==> config.mk <==
export PLATFORM = sky130hd
export DESIGN_NAME = engine_fault_supervisor
export DESIGN_NICKNAME = d
export VERILOG_FILES = /design/src/hdl/motor_monitor.v /design/src/hdl/engine_fault_supervisor.v
export VERILOG_INCLUDE_DIRS = /design/src /design/src/hdl
export SDC_FILE = /design/constraint.sdc
export NUM_CORES = 1
export LEC_CHECK = 0
export BUFFER_PORTS_ARGS = -buffer_cell sky130_fd_sc_hd__buf_2
export CORE_ASPECT_RATIO = 1.75
export CORE_MARGIN = 4
export CORE_UTILIZATION = 41
export DETAILED_ROUTE_END_ITERATION = 12
export GPL_ROUTABILITY_DRIVEN = 0
export HOLD_SLACK_MARGIN = 0.05
export SKIP_CTS_REPAIR_TIMING = 1
export SLEW_MARGIN = 20
export SYNTH_ARGS = -nofsm -noshare
export SYNTH_HDL_FRONTEND = slang
export SYNTH_SLANG_ARGS = --single-unit
==> constraint.sdc <==
create_clock -name clk -period 7.9 [get_ports clk]
set_clock_uncertainty 0.15 [all_clocks]
set_input_delay 1.185 -clock clk [delete_from_list [all_inputs] [get_ports clk]]
set_output_delay 1.185 -clock clk [all_outputs]
set_load 0.1 [all_outputs]
==> src/hdl/engine_fault_supervisor_defines.vh <==
`ifndef ENGINE_FAULT_SUPERVISOR_DEFINES_VH
`define ENGINE_FAULT_SUPERVISOR_DEFINES_VH

// ----------------------------------------
// clock and time base
// ----------------------------------------
`define CLK_FREQ_HZ        125000000
`define TICK_PERIOD_US     1000
`define TICK_CYCLES        ((`CLK_FREQ_HZ / 1000000) * `TICK_PERIOD_US)

// ----------------------------------------
// supervision defaults, in ticks of 1 ms
// ----------------------------------------
`define MOTOR_SPINUP_MS    16'h07D0
`define MOTOR_OFFSPEED_MS  16'h01F4
`define FAN_LOCK_MS        16'h0BB8
`define SLEEVE_RISE_MS     16'h3A98
`define ZC_WINDOW_MS       16'h03E8

// ----------------------------------------
// limits, in raw sensor units
// ----------------------------------------
`define TEMP_LOW_LIMIT     12'h040
`define TEMP_HIGH_LIMIT    12'hF00
`define SLEEVE_RISE_LEVEL  12'h300
`define CURRENT_LIMIT      12'hC00
`define SPEED_LOW          16'h0F00
`define SPEED_HIGH         16'h1100
`define ZC_MIN_EDGES       16'h005A
`define ZC_MAX_EDGES       16'h0082

// ----------------------------------------
// controller states
// ----------------------------------------
`define HST_IDLE           2'h0
`define HST_HEAT           2'h1
`define HST_CUT            2'h2
`define HST_FAIL           2'h3

`endif

==> src/hdl/motor_monitor.v <==
`timescale 1ns/10ps
`include "engine_fault_supervisor_defines.vh"
`default_nettype none

module motor_monitor #(
   parameter [15:0] SPINUP_TICKS   = `MOTOR_SPINUP_MS,
   parameter [15:0] OFFSPEED_TICKS = `MOTOR_OFFSPEED_MS,
   parameter [15:0] SPEED_LO       = `SPEED_LOW,
   parameter [15:0] SPEED_HI       = `SPEED_HIGH
) (
   // clock and reset
   input  wire        clk,
   input  wire        rst,
   input  wire        tick,
   // motor
   input  wire        run,
   input  wire [15:0] speed,
   // result
   output reg         fail_q
);

   reg        spun_q;
   reg [15:0] cnt_q;
   wire       in_range = (speed >= SPEED_LO) && (speed <= SPEED_HI);

   always @(posedge clk or posedge rst) begin
      if (rst) begin
         spun_q <= 1'b0;
         cnt_q  <= 16'h0000;
         fail_q <= 1'b0;
      end else if (!run) begin
         spun_q <= 1'b0;
         cnt_q  <= 16'h0000;
      end else if (!spun_q) begin
         if (in_range) begin
            spun_q <= 1'b1;
            cnt_q  <= 16'h0000;
         end else if (tick) begin
            if (cnt_q >= SPINUP_TICKS)
               fail_q <= 1'b1;
            else
               cnt_q <= cnt_q + 16'h0001;
         end
      end else if (in_range) begin
         cnt_q <= 16'h0000;
      end else if (tick) begin
         if (cnt_q >= OFFSPEED_TICKS)
            fail_q <= 1'b1;
         else
            cnt_q <= cnt_q + 16'h0001;
      end
   end

endmodule

`default_nettype wire

==> src/hdl/engine_fault_supervisor.v <==
// Notes on behaviour
// - motor fails if not up to speed in time
// - motor fails if off speed too long
// - supervise only belt, drum, developing, fuser motors
// - fan fails if locked too long while run
// - supply fan full/half, fuser fan full only
// - heater drives follow main and sleeve temps
// - abnormal temperature removes heater drives
// - overcurrent drops drives and relay
// - cut power first, then report fuser fault
// - sleeve must reach level within heat time
// - low temperature while heating is a fault once sleeve has risen
// - high temperature always a fault
// - zero-cross frequency checked at power-on, standby
`timescale 1ns/10ps
`include "engine_fault_supervisor_defines.vh"
`default_nettype none

module engine_fault_supervisor #(
   parameter [15:0] SPINUP_TICKS   = `MOTOR_SPINUP_MS,
   parameter [15:0] OFFSPEED_TICKS = `MOTOR_OFFSPEED_MS,
   parameter [15:0] SPEED_LO       = `SPEED_LOW,
   parameter [15:0] SPEED_HI       = `SPEED_HIGH,
   parameter [15:0] FAN_TICKS      = `FAN_LOCK_MS,
   parameter [15:0] RISE_TICKS     = `SLEEVE_RISE_MS,
   parameter [15:0] ZC_TICKS       = `ZC_WINDOW_MS,
   parameter [15:0] ZC_MIN         = `ZC_MIN_EDGES,
   parameter [15:0] ZC_MAX         = `ZC_MAX_EDGES,
   parameter [11:0] TEMP_LO        = `TEMP_LOW_LIMIT,
   parameter [11:0] TEMP_HI        = `TEMP_HIGH_LIMIT,
   parameter [11:0] RISE_LEVEL     = `SLEEVE_RISE_LEVEL,
   parameter [11:0] CUR_LIMIT      = `CURRENT_LIMIT,
   parameter [31:0] TICK_CYCLES    = `TICK_CYCLES
) (
   // clock and reset
   input  wire        clk,
   input  wire        rst,
   // supervised motors: belt, drum, developing, fuser
   input  wire [3:0]  motor_run,
   input  wire [63:0] motor_speed,
   // fans
   input  wire        supply_fan_run,
   input  wire        supply_fan_half,
   input  wire        fuser_fan_run,
   input  wire        supply_fan_lock,
   input  wire        fuser_fan_lock,
   output reg         supply_cooling_fan,
   output reg         supply_fan_half_speed,
   output reg         fuser_cooling_fan,
   // fuser
   input  wire        heat_request,
   input  wire        printing,
   input  wire        standby,
   input  wire [11:0] target_temp,
   input  wire [11:0] sleeve_temp_sensor,
   input  wire [11:0] main_heater_temp_sensor,
   input  wire [11:0] front_end_temp_sensor,
   input  wire [11:0] rear_end_temp_sensor,
   input  wire [11:0] heater_current_sense,
   input  wire        zero_cross,
   output reg         main_heater_drive,
   output reg         sub_heater_drive,
   output reg         heater_relay,
   // failure reports
   output wire [3:0]  motor_fail,
   output reg  [1:0]  fan_fail,
   output reg         fuser_fail,
   output reg         zero_cross_fail
);

   // ----------------------------------------
   // time base
   // ----------------------------------------
   reg [31:0] div_q;
   wire       tick = (div_q == TICK_CYCLES - 32'd1);

   always @(posedge clk or posedge rst) begin
      if (rst)
         div_q <= 32'd0;
      else if (tick)
         div_q <= 32'd0;
      else
         div_q <= div_q + 32'd1;
   end

   // ----------------------------------------
   // motors
   // ----------------------------------------
   genvar g;
   generate
      for (g = 0; g < 4; g = g + 1) begin : mon
         motor_monitor #(
            .SPINUP_TICKS   (SPINUP_TICKS),
            .OFFSPEED_TICKS (OFFSPEED_TICKS),
            .SPEED_LO       (SPEED_LO),
            .SPEED_HI       (SPEED_HI)
         ) u_mon (
            .clk    (clk),
            .rst    (rst),
            .tick   (tick),
            .run    (motor_run[g]),
            .speed  (motor_speed[16*g+15:16*g]),
            .fail_q (motor_fail[g])
         );
      end
   endgenerate

   // ----------------------------------------
   // fans
   // ----------------------------------------
   reg [15:0] fan0_q;
   reg [15:0] fan1_q;

   always @(posedge clk or posedge rst) begin
      if (rst) begin
         supply_cooling_fan    <= 1'b0;
         supply_fan_half_speed <= 1'b0;
         fuser_cooling_fan     <= 1'b0;
         fan0_q                <= 16'h0000;
         fan1_q                <= 16'h0000;
         fan_fail              <= 2'b00;
      end else begin
         supply_cooling_fan    <= supply_fan_run;
         supply_fan_half_speed <= supply_fan_run & supply_fan_half;
         fuser_cooling_fan     <= fuser_fan_run;
         if (!supply_fan_run || !supply_fan_lock)
            fan0_q <= 16'h0000;
         else if (tick) begin
            if (fan0_q >= FAN_TICKS)
               fan_fail[0] <= 1'b1;
            else
               fan0_q <= fan0_q + 16'h0001;
         end
         if (!fuser_fan_run || !fuser_fan_lock)
            fan1_q <= 16'h0000;
         else if (tick) begin
            if (fan1_q >= FAN_TICKS)
               fan_fail[1] <= 1'b1;
            else
               fan1_q <= fan1_q + 16'h0001;
         end
      end
   end

   // ----------------------------------------
   // fuser fault conditions
   // ----------------------------------------
   wire any_high = (sleeve_temp_sensor >= TEMP_HI) || (main_heater_temp_sensor >= TEMP_HI) ||
                   (front_end_temp_sensor >= TEMP_HI) || (rear_end_temp_sensor >= TEMP_HI);
   wire any_low  = (sleeve_temp_sensor <= TEMP_LO) || (main_heater_temp_sensor <= TEMP_LO) ||
                   (front_end_temp_sensor <= TEMP_LO) || (rear_end_temp_sensor <= TEMP_LO);
   wire over_cur = (heater_current_sense >= CUR_LIMIT);
   reg  [1:0]  hst_q;
   reg  [15:0] rise_q;
   reg         risen_q;
   wire        heating  = (hst_q == `HST_HEAT);
   wire        rise_to  = heating && !risen_q && tick && (rise_q >= RISE_TICKS);
   wire        low_flt  = heating && risen_q && (printing || heat_request) && any_low;
   wire        fault    = any_high || over_cur || rise_to || low_flt;

   // ----------------------------------------
   // heater controller
   // ----------------------------------------
   always @(posedge clk or posedge rst) begin
      if (rst) begin
         hst_q             <= `HST_IDLE;
         rise_q            <= 16'h0000;
         risen_q           <= 1'b0;
         main_heater_drive <= 1'b0;
         sub_heater_drive  <= 1'b0;
         heater_relay      <= 1'b0;
         fuser_fail        <= 1'b0;
      end else begin
         case (hst_q)
            `HST_IDLE: begin
               main_heater_drive <= 1'b0;
               sub_heater_drive  <= 1'b0;
               rise_q            <= 16'h0000;
               risen_q           <= 1'b0;
               if (fault) begin
                  heater_relay <= 1'b0;
                  hst_q        <= `HST_CUT;
               end else if (heat_request) begin
                  heater_relay <= 1'b1;
                  hst_q        <= `HST_HEAT;
               end else
                  heater_relay <= 1'b0;
            end
            `HST_HEAT: begin
               if (fault) begin
                  main_heater_drive <= 1'b0;
                  sub_heater_drive  <= 1'b0;
                  heater_relay      <= 1'b0;
                  hst_q             <= `HST_CUT;
               end else if (!heat_request) begin
                  main_heater_drive <= 1'b0;
                  sub_heater_drive  <= 1'b0;
                  hst_q             <= `HST_IDLE;
               end else begin
                  main_heater_drive <= (main_heater_temp_sensor < target_temp);
                  sub_heater_drive  <= (sleeve_temp_sensor < target_temp);
                  if (sleeve_temp_sensor >= RISE_LEVEL)
                     risen_q <= 1'b1;
                  else if (tick && !risen_q)
                     rise_q <= rise_q + 16'h0001;
               end
            end
            `HST_CUT: begin
               main_heater_drive <= 1'b0;
               sub_heater_drive  <= 1'b0;
               heater_relay      <= 1'b0;
               hst_q             <= `HST_FAIL;
            end
            `HST_FAIL: begin
               main_heater_drive <= 1'b0;
               sub_heater_drive  <= 1'b0;
               heater_relay      <= 1'b0;
               fuser_fail        <= 1'b1;
            end
            default: hst_q <= `HST_CUT;
         endcase
      end
   end

   // ----------------------------------------
   // zero-cross frequency check
   // ----------------------------------------
   reg        zc_prev_q;
   reg        zc_done_q;
   reg [15:0] zc_win_q;
   reg [15:0] zc_cnt_q;
   wire       zc_check = standby || !zc_done_q;
   wire       zc_rise  = zero_cross && !zc_prev_q;

   always @(posedge clk or posedge rst) begin
      if (rst) begin
         zc_prev_q       <= 1'b0;
         zc_done_q       <= 1'b0;
         zc_win_q        <= 16'h0000;
         zc_cnt_q        <= 16'h0000;
         zero_cross_fail <= 1'b0;
      end else begin
         zc_prev_q <= zero_cross;
         if (!zc_check) begin
            zc_win_q <= 16'h0000;
            zc_cnt_q <= 16'h0000;
         end else if (tick && zc_win_q >= ZC_TICKS - 16'h0001) begin
            if (zc_cnt_q < ZC_MIN || zc_cnt_q > ZC_MAX)
               zero_cross_fail <= 1'b1;
            zc_done_q <= 1'b1;
            zc_win_q  <= 16'h0000;
            zc_cnt_q  <= 16'h0000;
         end else begin
            if (tick)
               zc_win_q <= zc_win_q + 16'h0001;
            if (zc_rise)
               zc_cnt_q <= zc_cnt_q + 16'h0001;
         end
      end
   end

endmodule

`default_nettype wire

==> run summary, run 1 <==
Seq cells post-synth = 199
WP data arrival = 3.16 ns
Die area = 27800 um^2
P per Cell Area = 176 nW/um^2
IO Count = 165
Syn Nets = 1257
Commonest non-fill, non-tap cells in the layout = 199 x dfrtp_1, 173 x nor2_1, 154 x buf_2
Drt first-iter violations = 386
Req. time, crit path = 8.07 ns
Ratio of cells with drive above 1 in the final layout = 17.4%
Critical path cell sequence = inv_1 > ha_1 > nand2_1 > nor3_1 > nand4_2 > or4_1 > a21oi_1 > mux2i_1
WHS Path Cells = 1
RSZ-0062 raised after global routing = no
Slowest CP cell = or4_1
Netlist cell types = 65
Simple-Gate Fraction of Synth Area = 24.5%
Critical path type = flip-flop to flip-flop
Synth Cell Area = 10300 um^2
CTS clk-pin slew, worst paths = 0.07 ns
Bufs on Longest Clock Path = 2
Placement Cell Area = 11300 um^2
Fillers = 2376
Avg WL per Cell = 14.0 um
Number of remaining DRC errors = 0
Setup TNS = 0 ns
Worst-case vdd ir drop = 0.156 mV
CTS Root Cell = clkbuf_16
Most common cell after layout, fill and taps aside = dfrtp_1
Syn. warnings = 0
CTS Buf Count = 17
Mean Syn Cell Area = 9.70 um^2
Fraction of synthesized area in multiplexers = 1.26%
Synth-to-layout area growth = 16.1%
Min Hold Slack = 0.306 ns
Largest net degree at the start of global routing = 144
Grt total ovfl = 0
Clk_lat worst skew = 0.44 ns
Path depth of the worst reg2reg path = 8
Vias per cell = 5.21
Syn Inst Count = 1062
Final setup viols = 0
Bufs and invs on worst path = 1
HP Class = flip-flop to flip-flop
Compound-Gate Fraction of Synth Area = 8.12%
# rows = 76
Adder-Cell Fraction of Synth Area = 5.35%
Hold Path Origin = zero_cross_fail$_DFFE_PP0P_
Final max-slew violation count = 0
NumNets Final = 1403
Antenna Nets Post-Route = 0
Crit-path max cell delay = 0.67 ns
Rel. slew slack = 36.1%
Worst flop-to-flop path endpoint = rise_q[12]$_DFFE_PP0P_
Max Fclk = 334 MHz
IO buf count = 154
CP Capture Type = flip-flop
Crit path max fanout = 19
Largest family of logic cells by synthesized area = simple AND/OR/NAND/NOR gates
Initial antenna violation count = 0
Worst-Margin Slew = 0.958 ns
Num Clock Sinks = 199
Status = completed
Worst flop-to-flop path startpoint = hst_q[1]$_DFFE_PP0P_
Leak pwr = 5.70 nW
Final HPWL DP = 15600 um
Finished Cell Area = 12000 um^2
Area of the core = 24700 um^2
Die height = 218 um
Crit path time final = 2.99 ns
CP top delay family = simple AND/OR/NAND/NOR gates
Vias in the first global route = 8139
Worst Hold End = zero_cross_fail$_DFFE_PP0P_
Antenna diodes = 0
Initial Utilization = 41.6%
First-pass DRT Iterations = 4
Xor/xnor cell area share of the yosys netlist = 9.02%
Vias = 7988
Overall routing resource usage = 16.1%
FF-to-FF setup slack = 4.91 ns
Width of the die = 128 um
Final Hold Fails = 0
CP Launch Point = hst_q[1]$_DFFE_PP0P_
Worst Setup Start Kind = flip-flop
H-tree depth = 4
Final WL = 21500 um
Asr flop ratio synth = 100%
Period utilization = 37.9%
Sequential area share after synthesis = 48.4%
CTS tree = built
First-pass GRT wire length = 37200 um
Post-synth EDFFs = 0
Max_cap viols = 0
Top FF cell, synth = dfrtp_1
## through the flow
step / setup slack (ns) / instances / util (%) / power, mW
4_1_cts: 4.74 / 1533 / 48.3 / 2.14
3_5_place_dp: 4.48 / 1501 / 45.8 / 1.21
5_1_grt: 4.66 / 1533 / 48.3 / 2.20
2_1_floorplan: 1.14 / 1062 / - / 1.15
3_3_place_gp: 4.47 / 1501 / 45.8 / 1.21
6_report: 4.91 / 1533 / 48.3 / 2.10
## report_power, final
group          leakage, nW  internal (mW)  switching [mW]  total, mW
Sequential            2.63           1.03          0.0179       1.05
Clock                0.298          0.507           0.403      0.910
Combinational         2.77         0.0594          0.0807      0.140
## logic make-up (layout without fill, tap and decap cells)
logic type	count (synthesis)	count (layout)
multiplexers	13	13
flip-flops	199	199
AND/OR/NAND/NOR	490	490
adder cells (fa/ha/maj)	44	44
XOR/XNOR	106	106
AO/OA/AOI/OAI	127	127
buffers and inverters	83	242
## Yosys cell counts (all sizes together) (7+ instances only)
cell	instances	area [um^2]
or3	7	43.8
inv	53	199
nand2	72	273
dfrtp	199	4980
nor2	174	656
or2	7	43.8
a21oi	28	140
nor4	22	168
a31oi	18	113
a21o	9	67.6
nand3	44	220
nor3	18	110
and2	10	62.6
xnor2	51	447
nand4	43	275
clkbuf	14	53.8
and3	50	313
buf	16	100
xor2	55	482
o21ai	25	125
ha	44	551
or4	15	116
mux2i	13	130
## worst register-to-register path: stages (launching register included)
cell     delay, ns
dfrtp_1       0.42
inv_1         0.11
ha_1          0.52
nand2_1       0.16
nor3_1        0.22
nand4_2       0.38
or4_1         0.67
a21oi_1       0.16
mux2i_1       0.08
## sequential cells by signal (all words and copies together), names as in the netlist
signal / flops
mon.u_mon.cnt_q: 64
div_q: 32
fan0_q: 16
fan1_q: 16
rise_q: 16
zc_cnt_q: 16
zc_win_q: 16
mon.u_mon.fail_q: 4
mon.u_mon.spun_q: 4
fan_fail: 2
hst_q: 2
fuser_cooling_fan: 1
fuser_fail: 1
heater_relay: 1
main_heater_drive: 1
risen_q: 1
sub_heater_drive: 1
supply_cooling_fan: 1
supply_fan_half_speed: 1
zc_done_q: 1
zc_prev_q: 1
zero_cross_fail: 1
## how the worst max path moves through the flow
stage | slack, ns | end | cells past startpoint
after floorplan | 1.14 | div_q[0]$_DFF_PP0_ | 1
after global placement | 4.47 | hst_q[0]$_DFFE_PP0P_ | 8
after detailed placement | 4.48 | rise_q[12]$_DFFE_PP0P_ | 8
after CTS | 4.74 | zc_cnt_q[7]$_DFFE_PP0P_ | 7
after global routing | 4.66 | hst_q[0]$_DFFE_PP0P_ | 8
final | 4.91 | rise_q[12]$_DFFE_PP0P_ | 8
## layer usage
metal | share of wire, % | GRT usage (%) | vias to the layer above
met5 | 0 | 0 | -
met4 | 1.8 | 5.03 | 0
met3 | 3.4 | 3.50 | 25
met2 | 55 | 30.3 | 118
met1 | 40 | 17.8 | 3855
li1 | - | - | 3990
## area by class of cell
class | count | area (um^2) | area share, %
flip-flops and latches | 199 | 4980 | 41.7
multi-input cells | 780 | 4960 | 41.5
clock buffers | 17 | 425 | 3.56
clock inverters | 15 | 194 | 1.62
repair buffers | 157 | 793 | 6.64
well taps | 312 | 390 | 3.27
inverters | 53 | 206 | 1.73
Power figures use the tool's default switching activity.
==> run 2, diff against run 1 <==
clock period = 3.1 ns   (was 7.9 ns; I/O delays follow)
==> run 2 against run 1 <==
  * Clock-buffer cell count rose by 3
  * Clock power rose to 2.5 times the previous value
  * Sequential cell count unchanged
  * Critical endpoint is now fan1_q[8]$_DFFE_PP0P_
  * First-iteration DRC count fell by 13%
  * Non-clock buffer count rose by 14
  * Highest routed layer unchanged
  * Register-to-register slack got worse by 4.6 ns
==> run summary, run 2 (synthesis gave the netlist of run 1 again) <==
Status = completed
Final max-slew violation count = 0
Overall routing resource usage = 16.4%
FF-to-FF setup slack = 0.34 ns
Num Clock Sinks = 199
Min Hold Slack = 0.0705 ns
Period utilization = 89.0%
Regs by FF count = mon.u_mon.cnt_q: 64 flops, div_q: 32 flops
Synth-to-layout area growth = 17.2%
Crit-path max cell delay = 0.43 ns
Die area = 27800 um^2
First-pass GRT wire length = 38100 um
Commonest non-fill, non-tap cells in the layout = 199 x dfrtp_1, 173 x nor2_1, 154 x buf_2
Vias in the first global route = 8278
Path depth of the worst reg2reg path = 9
Number of remaining DRC errors = 0
CP Launch Point = div_q[4]$_DFF_PP0_
CP top delay family = simple AND/OR/NAND/NOR gates
Max_cap viols = 0
Final HPWL DP = 16200 um
Drt first-iter violations = 337
CTS clk-pin slew, worst paths = 0.07 ns
Antenna diodes = 0
Leak pwr = 5.76 nW
Critical path depth in cells = 9
P per Cell Area = 442 nW/um^2
Slowest CP cell = dfrtp_1
Grt total ovfl = 0
Critical path cell sequence = nor4b_1 > nand4_1 > or2_1 > buf_4 > nor2_1 > buf_4 > nand4_1 > xor2_1 > nor2_1
Most flops, register = mon.u_mon.cnt_q
Worst flop-to-flop path endpoint = fan1_q[8]$_DFFE_PP0P_
Max reg flops = 64
Worst-Margin Slew = 0.658 ns
# rows = 76
Final Hold Fails = 0
Vias = 8031
Crit path max fanout = 16
Vias per cell = 5.19
CP Capture Type = flip-flop
Bufs on Longest Clock Path = 2
CTS Buf Count = 17
Final setup viols = 0
Initial Utilization = 41.6%
Avg WL per Cell = 14.1 um
IO Count = 165
Setup crit end = fan1_q[8]$_DFFE_PP0P_
Rel. slew slack = 55.7%
Bufs and invs on worst path = 2
Most common cell after layout, fill and taps aside = dfrtp_1
Antenna Nets Post-Route = 0
Worst Setup Start Kind = flip-flop
CTS Root Cell = clkbuf_16
Worst-case vdd ir drop = 0.275 mV
H-tree depth = 4
Ratio of cells with drive above 1 in the final layout = 17.7%
Final WL = 21900 um
Critical path type = flip-flop to flip-flop
Req. time, crit path = 3.24 ns
Clk_lat worst skew = 0.43 ns
Initial antenna violation count = 0
First-pass DRT Iterations = 6
Max Fclk = 362 MHz
IO buf count = 154
HP Class = input port to flip-flop
Share of the core filled with cells = 48.8%
Width of the die = 128 um
Largest net degree at the start of global routing = 108
Finished Layout Cells = 1546
Area of the core = 24700 um^2
Die height = 218 um
CTS tree = built
WP data arrival = 2.90 ns
RSZ-0062 raised after global routing = no
NumNets Final = 1417
Crit path time final = 2.76 ns
Placed cells = 1512
Worst flop-to-flop path startpoint = div_q[4]$_DFF_PP0_
## run 2: changes by cell type in the layout (fill, tap and decap cells not counted), sizes merged
cell,previous run,this run
clkbuf,17,20
buf,157,168
dlygate4sd3,0,3
clkinvlp,2,3
inv,58,53
## run 2: worst min-delay path by stage
stage | from | to | cells past startpoint
global placement | div_q[0]$_DFF_PP0_ | div_q[0]$_DFF_PP0_ | 1
detailed placement | zero_cross_fail$_DFFE_PP0P_ | zero_cross_fail$_DFFE_PP0P_ | 1
finish | supply_fan_run | supply_cooling_fan$_DFF_PP0_ | 1
CTS | rst | fan0_q[14]$_DFFE_PP0P_ | 2
floorplan | zc_done_q$_DFFE_PP0P_ | zc_done_q$_DFFE_PP0P_ | 1
global route | supply_fan_run | supply_cooling_fan$_DFF_PP0_ | 1
## run 2: metrics by stage
| step | TNS, ns | cell area (um^2) | worst slack, ns | total power [mW] |
|---|---|---|---|---|
| finish | 0 | 12100 | 0.341 | 5.33 |
| global placement | 0 | 11400 | 0.381 | 3.09 |
| floorplan | -17.78 | 10300 | -0.0893 | 2.93 |
| global route | 0 | 12100 | 0.145 | 5.56 |
| CTS | 0 | 12000 | 0.305 | 5.40 |
| detailed placement | 0 | 11400 | 0.323 | 3.11 |
## run 2: cell type report
| class | instances | area [um^2] |
|---|---|---|
| clock buffers | 20 | 447 |
| flip-flops and latches | 199 | 4980 |
| fillers | 2400 | 12700 |
| repair buffers | 171 | 931 |
| well taps | 312 | 390 |
| clock inverters | 11 | 150 |
| multi-input cells | 780 | 4960 |
| inverters | 53 | 203 |
## run 2: per-layer routing
| layer | share of wire [%] | track usage [%] | up-vias |
|---|---|---|---|
| li1 | - | - | 4022 |
| met3 | 2.9 | 2.57 | 28 |
| met4 | 1.7 | 5.21 | 0 |
| met1 | 40 | 18.9 | 3866 |
| met2 | 55 | 30.6 | 115 |
| met5 | 0 | 0 | - |
## run 2: where the power goes
group	internal (mW)	switching, mW	total, mW	leakage, nW
sequential	2.63	0.0479	2.68	2.63
clock	1.29	0.987	2.28	0.286
combinational	0.158	0.210	0.368	2.84
## run 2: worst reg2reg max path, cell delays in order, from the launching register on
cell     delay, ns
dfrtp_1       0.43
nor4b_1       0.40
nand4_1       0.28
or2_1         0.31
buf_4         0.23
nor2_1        0.24
buf_4         0.22
nand4_1       0.12
xor2_1        0.17
nor2_1        0.06
==> run 3, diff against run 2 <==
clock period = 2.3 ns   (was 3.1 ns; I/O delays follow)
==> run 3 against run 2 <==
  * Routed wire length increased by 12%
  * Highest routed layer unchanged
  * Die area unchanged
  * First-iteration DRC count increased by 28%
  * The run now ends with setup timing left
  * Sequential cell count unchanged
  * Largest cell class is now multi-input gates
==> run summary, run 3 (synthesis gave the netlist of run 1 again) <==
GRT met2 Usage = 32.2%
NumNets Final = 1532
Final setup viols = 78
Num Clock Sinks = 199
Worst Setup Start Kind = flip-flop
Final max-slew violation count = 0
Worst-Margin Slew = 0.625 ns
IO buf count = 154
P per Cell Area = 517 nW/um^2
Grt total ovfl = 0
Number of remaining DRC errors = 0
Commonest non-fill, non-tap cells in the layout = 199 x dfrtp_1, 154 x buf_2, 148 x nor2_1
Overall routing resource usage = 17.0%
Width of the die = 128 um
RSZ-0062 raised after global routing = yes
Most flops, register = mon.u_mon.cnt_q
Max Fclk = 401 MHz
WP data arrival = 2.72 ns
Final WL = 24400 um
Status = finished, violations left
Sequential share of power = 51.4%
CTS Root Cell = clkbuf_16
Worst-case vdd ir drop = 0.474 mV
Logic gate share of total power = 8.2%
Die area = 27800 um^2
Leak pwr = 6.48 nW
Finished Layout Cells = 1662
NetSw = 1.70 mW
Clk_lat worst skew = 0.43 ns
Sw frac = 24.1%
Multi-input logic area = 5450 um^2
Max reg flops = 64
Max_cap viols = 0
H-tree depth = 4
Final HPWL DP = 17400 um
# rows = 76
Setup slack at placement = -0.298 ns
Register Area = 4980 um^2
Largest net degree at the start of global routing = 81
Fillers = 2212
CP Capture Type = flip-flop
IO Count = 165
Die height = 218 um
Vias in the first global route = 8627
Drt first-iter violations = 432
Vias per cell = 5.19
Placed cells = 1605
Antenna diodes = 0
Setup ws final = -0.193 ns
GRT busiest layer = met2
Rel. slew slack = 57.9%
Clock share of power = 40.4%
Period utilization = 108%
CTS clk-pin slew, worst paths = 0.07 ns
Initial antenna violation count = 0
Internal = 5.34 mW
Crit path time final = 2.49 ns
Area of the core = 24700 um^2
CTS tree = built
Final Hold Fails = 0
Global Route met3 Usage = 2.72%
Synth-to-layout area growth = 32.2%
Vias = 8619
Overall Power = 7.03 mW
GR met1 Demand/Resource = 19.0%
Initial Utilization = 41.6%
Regs by FF count = mon.u_mon.cnt_q: 64 flops, div_q: 32 flops
Critical path type = flip-flop to flip-flop
Failing checks = setup timing
Req. time, crit path = 2.52 ns
Bufs on Longest Clock Path = 2
Ratio of cells with drive above 1 in the final layout = 30.1%
First-pass GRT wire length = 39200 um
First-pass DRT Iterations = 4
Most common cell after layout, fill and taps aside = dfrtp_1
Antenna Nets Post-Route = 0
CTS Buf Count = 17
Crit path max fanout = 5
HP Class = input port to flip-flop
Avg WL per Cell = 14.7 um
[run 3: cell types whose count changed in the layout (fill, tap and decap cells not counted), moves of 10 or more]
cell,before,now
buf_4,12,97
nor2_1,173,148
buf_6,0,14
nor2_4,0,14
nor2_2,1,12
xnor2_1,51,41
xnor2_2,0,10
[run 3: worst max-delay path, cell delays in order, from the launching register on]
cell and delay [ns]:
dfrtp_1 0.39, nor4_2 0.28, buf_4 0.15, nand4_1 0.15, buf_4 0.20, nor3_4 0.20, nand4_4 0.14, buf_8 0.17
or2_4 0.23, or3_1 0.30, nand3_1 0.07
[run 3: final timing paths]
path / start / endpoint / slack, ns / depth (start not counted)
max: div_q[30]$_DFF_PP0_ / rise_q[4]$_DFFE_PP0P_ / -0.19 / 10
min in group asynchronous: rst / mon[0].u_mon.cnt_q[8]$_DFFE_PP0P_ / 0.27 / 3
min reg2reg: zero_cross_fail$_DFFE_PP0P_ / zero_cross_fail$_DFFE_PP0P_ / 0.31 / 1
max reg2reg: div_q[30]$_DFF_PP0_ / rise_q[4]$_DFFE_PP0P_ / -0.19 / 10
max in group asynchronous: rst / zc_cnt_q[3]$_DFFE_PP0P_ / 1.01 / 4
min: standby / zc_win_q[1]$_DFFE_PP0P_ / 0.06 / 3
[run 3: through the flow]
stage	hold WS, ns	utilization (%)	cell area (um^2)	TNS [ns]
floorplan	0.226	-	10300	-153.12
global placement	0.175	49.4	12200	-10.17
detailed placement	0.170	49.4	12200	-13.52
CTS	-0.304	51.7	12800	-15.75
global route	0.0621	55.0	13600	-17.20
finish	0.0571	55.0	13600	-5.32
[run 3: power by group through the flow]
| stage | logic, mW | registers (mW) | clock network, mW |
|---|---|---|---|
| after floorplan | 0.266 | 3.69 | 0 |
| after global placement | 0.521 | 3.68 | 0 |
| after detailed placement | 0.533 | 3.68 | 0 |
| after CTS | 0.536 | 3.61 | 2.92 |
| after global routing | 0.664 | 3.62 | 3.06 |
| final | 0.579 | 3.61 | 2.84 |
[run 3: metal layers]
metal  wire length (um)  share of wire (%)
met4                546                2.2
met3                578                2.4
met5                  0                  0
met2              13800                 56
met1               9510                 39
[run 3: final cells by class]
| cell class | count | area share (%) |
|---|---|---|
| clock buffer | 20 | 3.28 |
| clock inverter | 12 | 0.772 |
| inverter | 53 | 1.49 |
| multi-input combinational | 780 | 40.1 |
| sequential | 199 | 36.6 |
| tap | 312 | 2.87 |
| timing repair buffer | 286 | 14.9 |
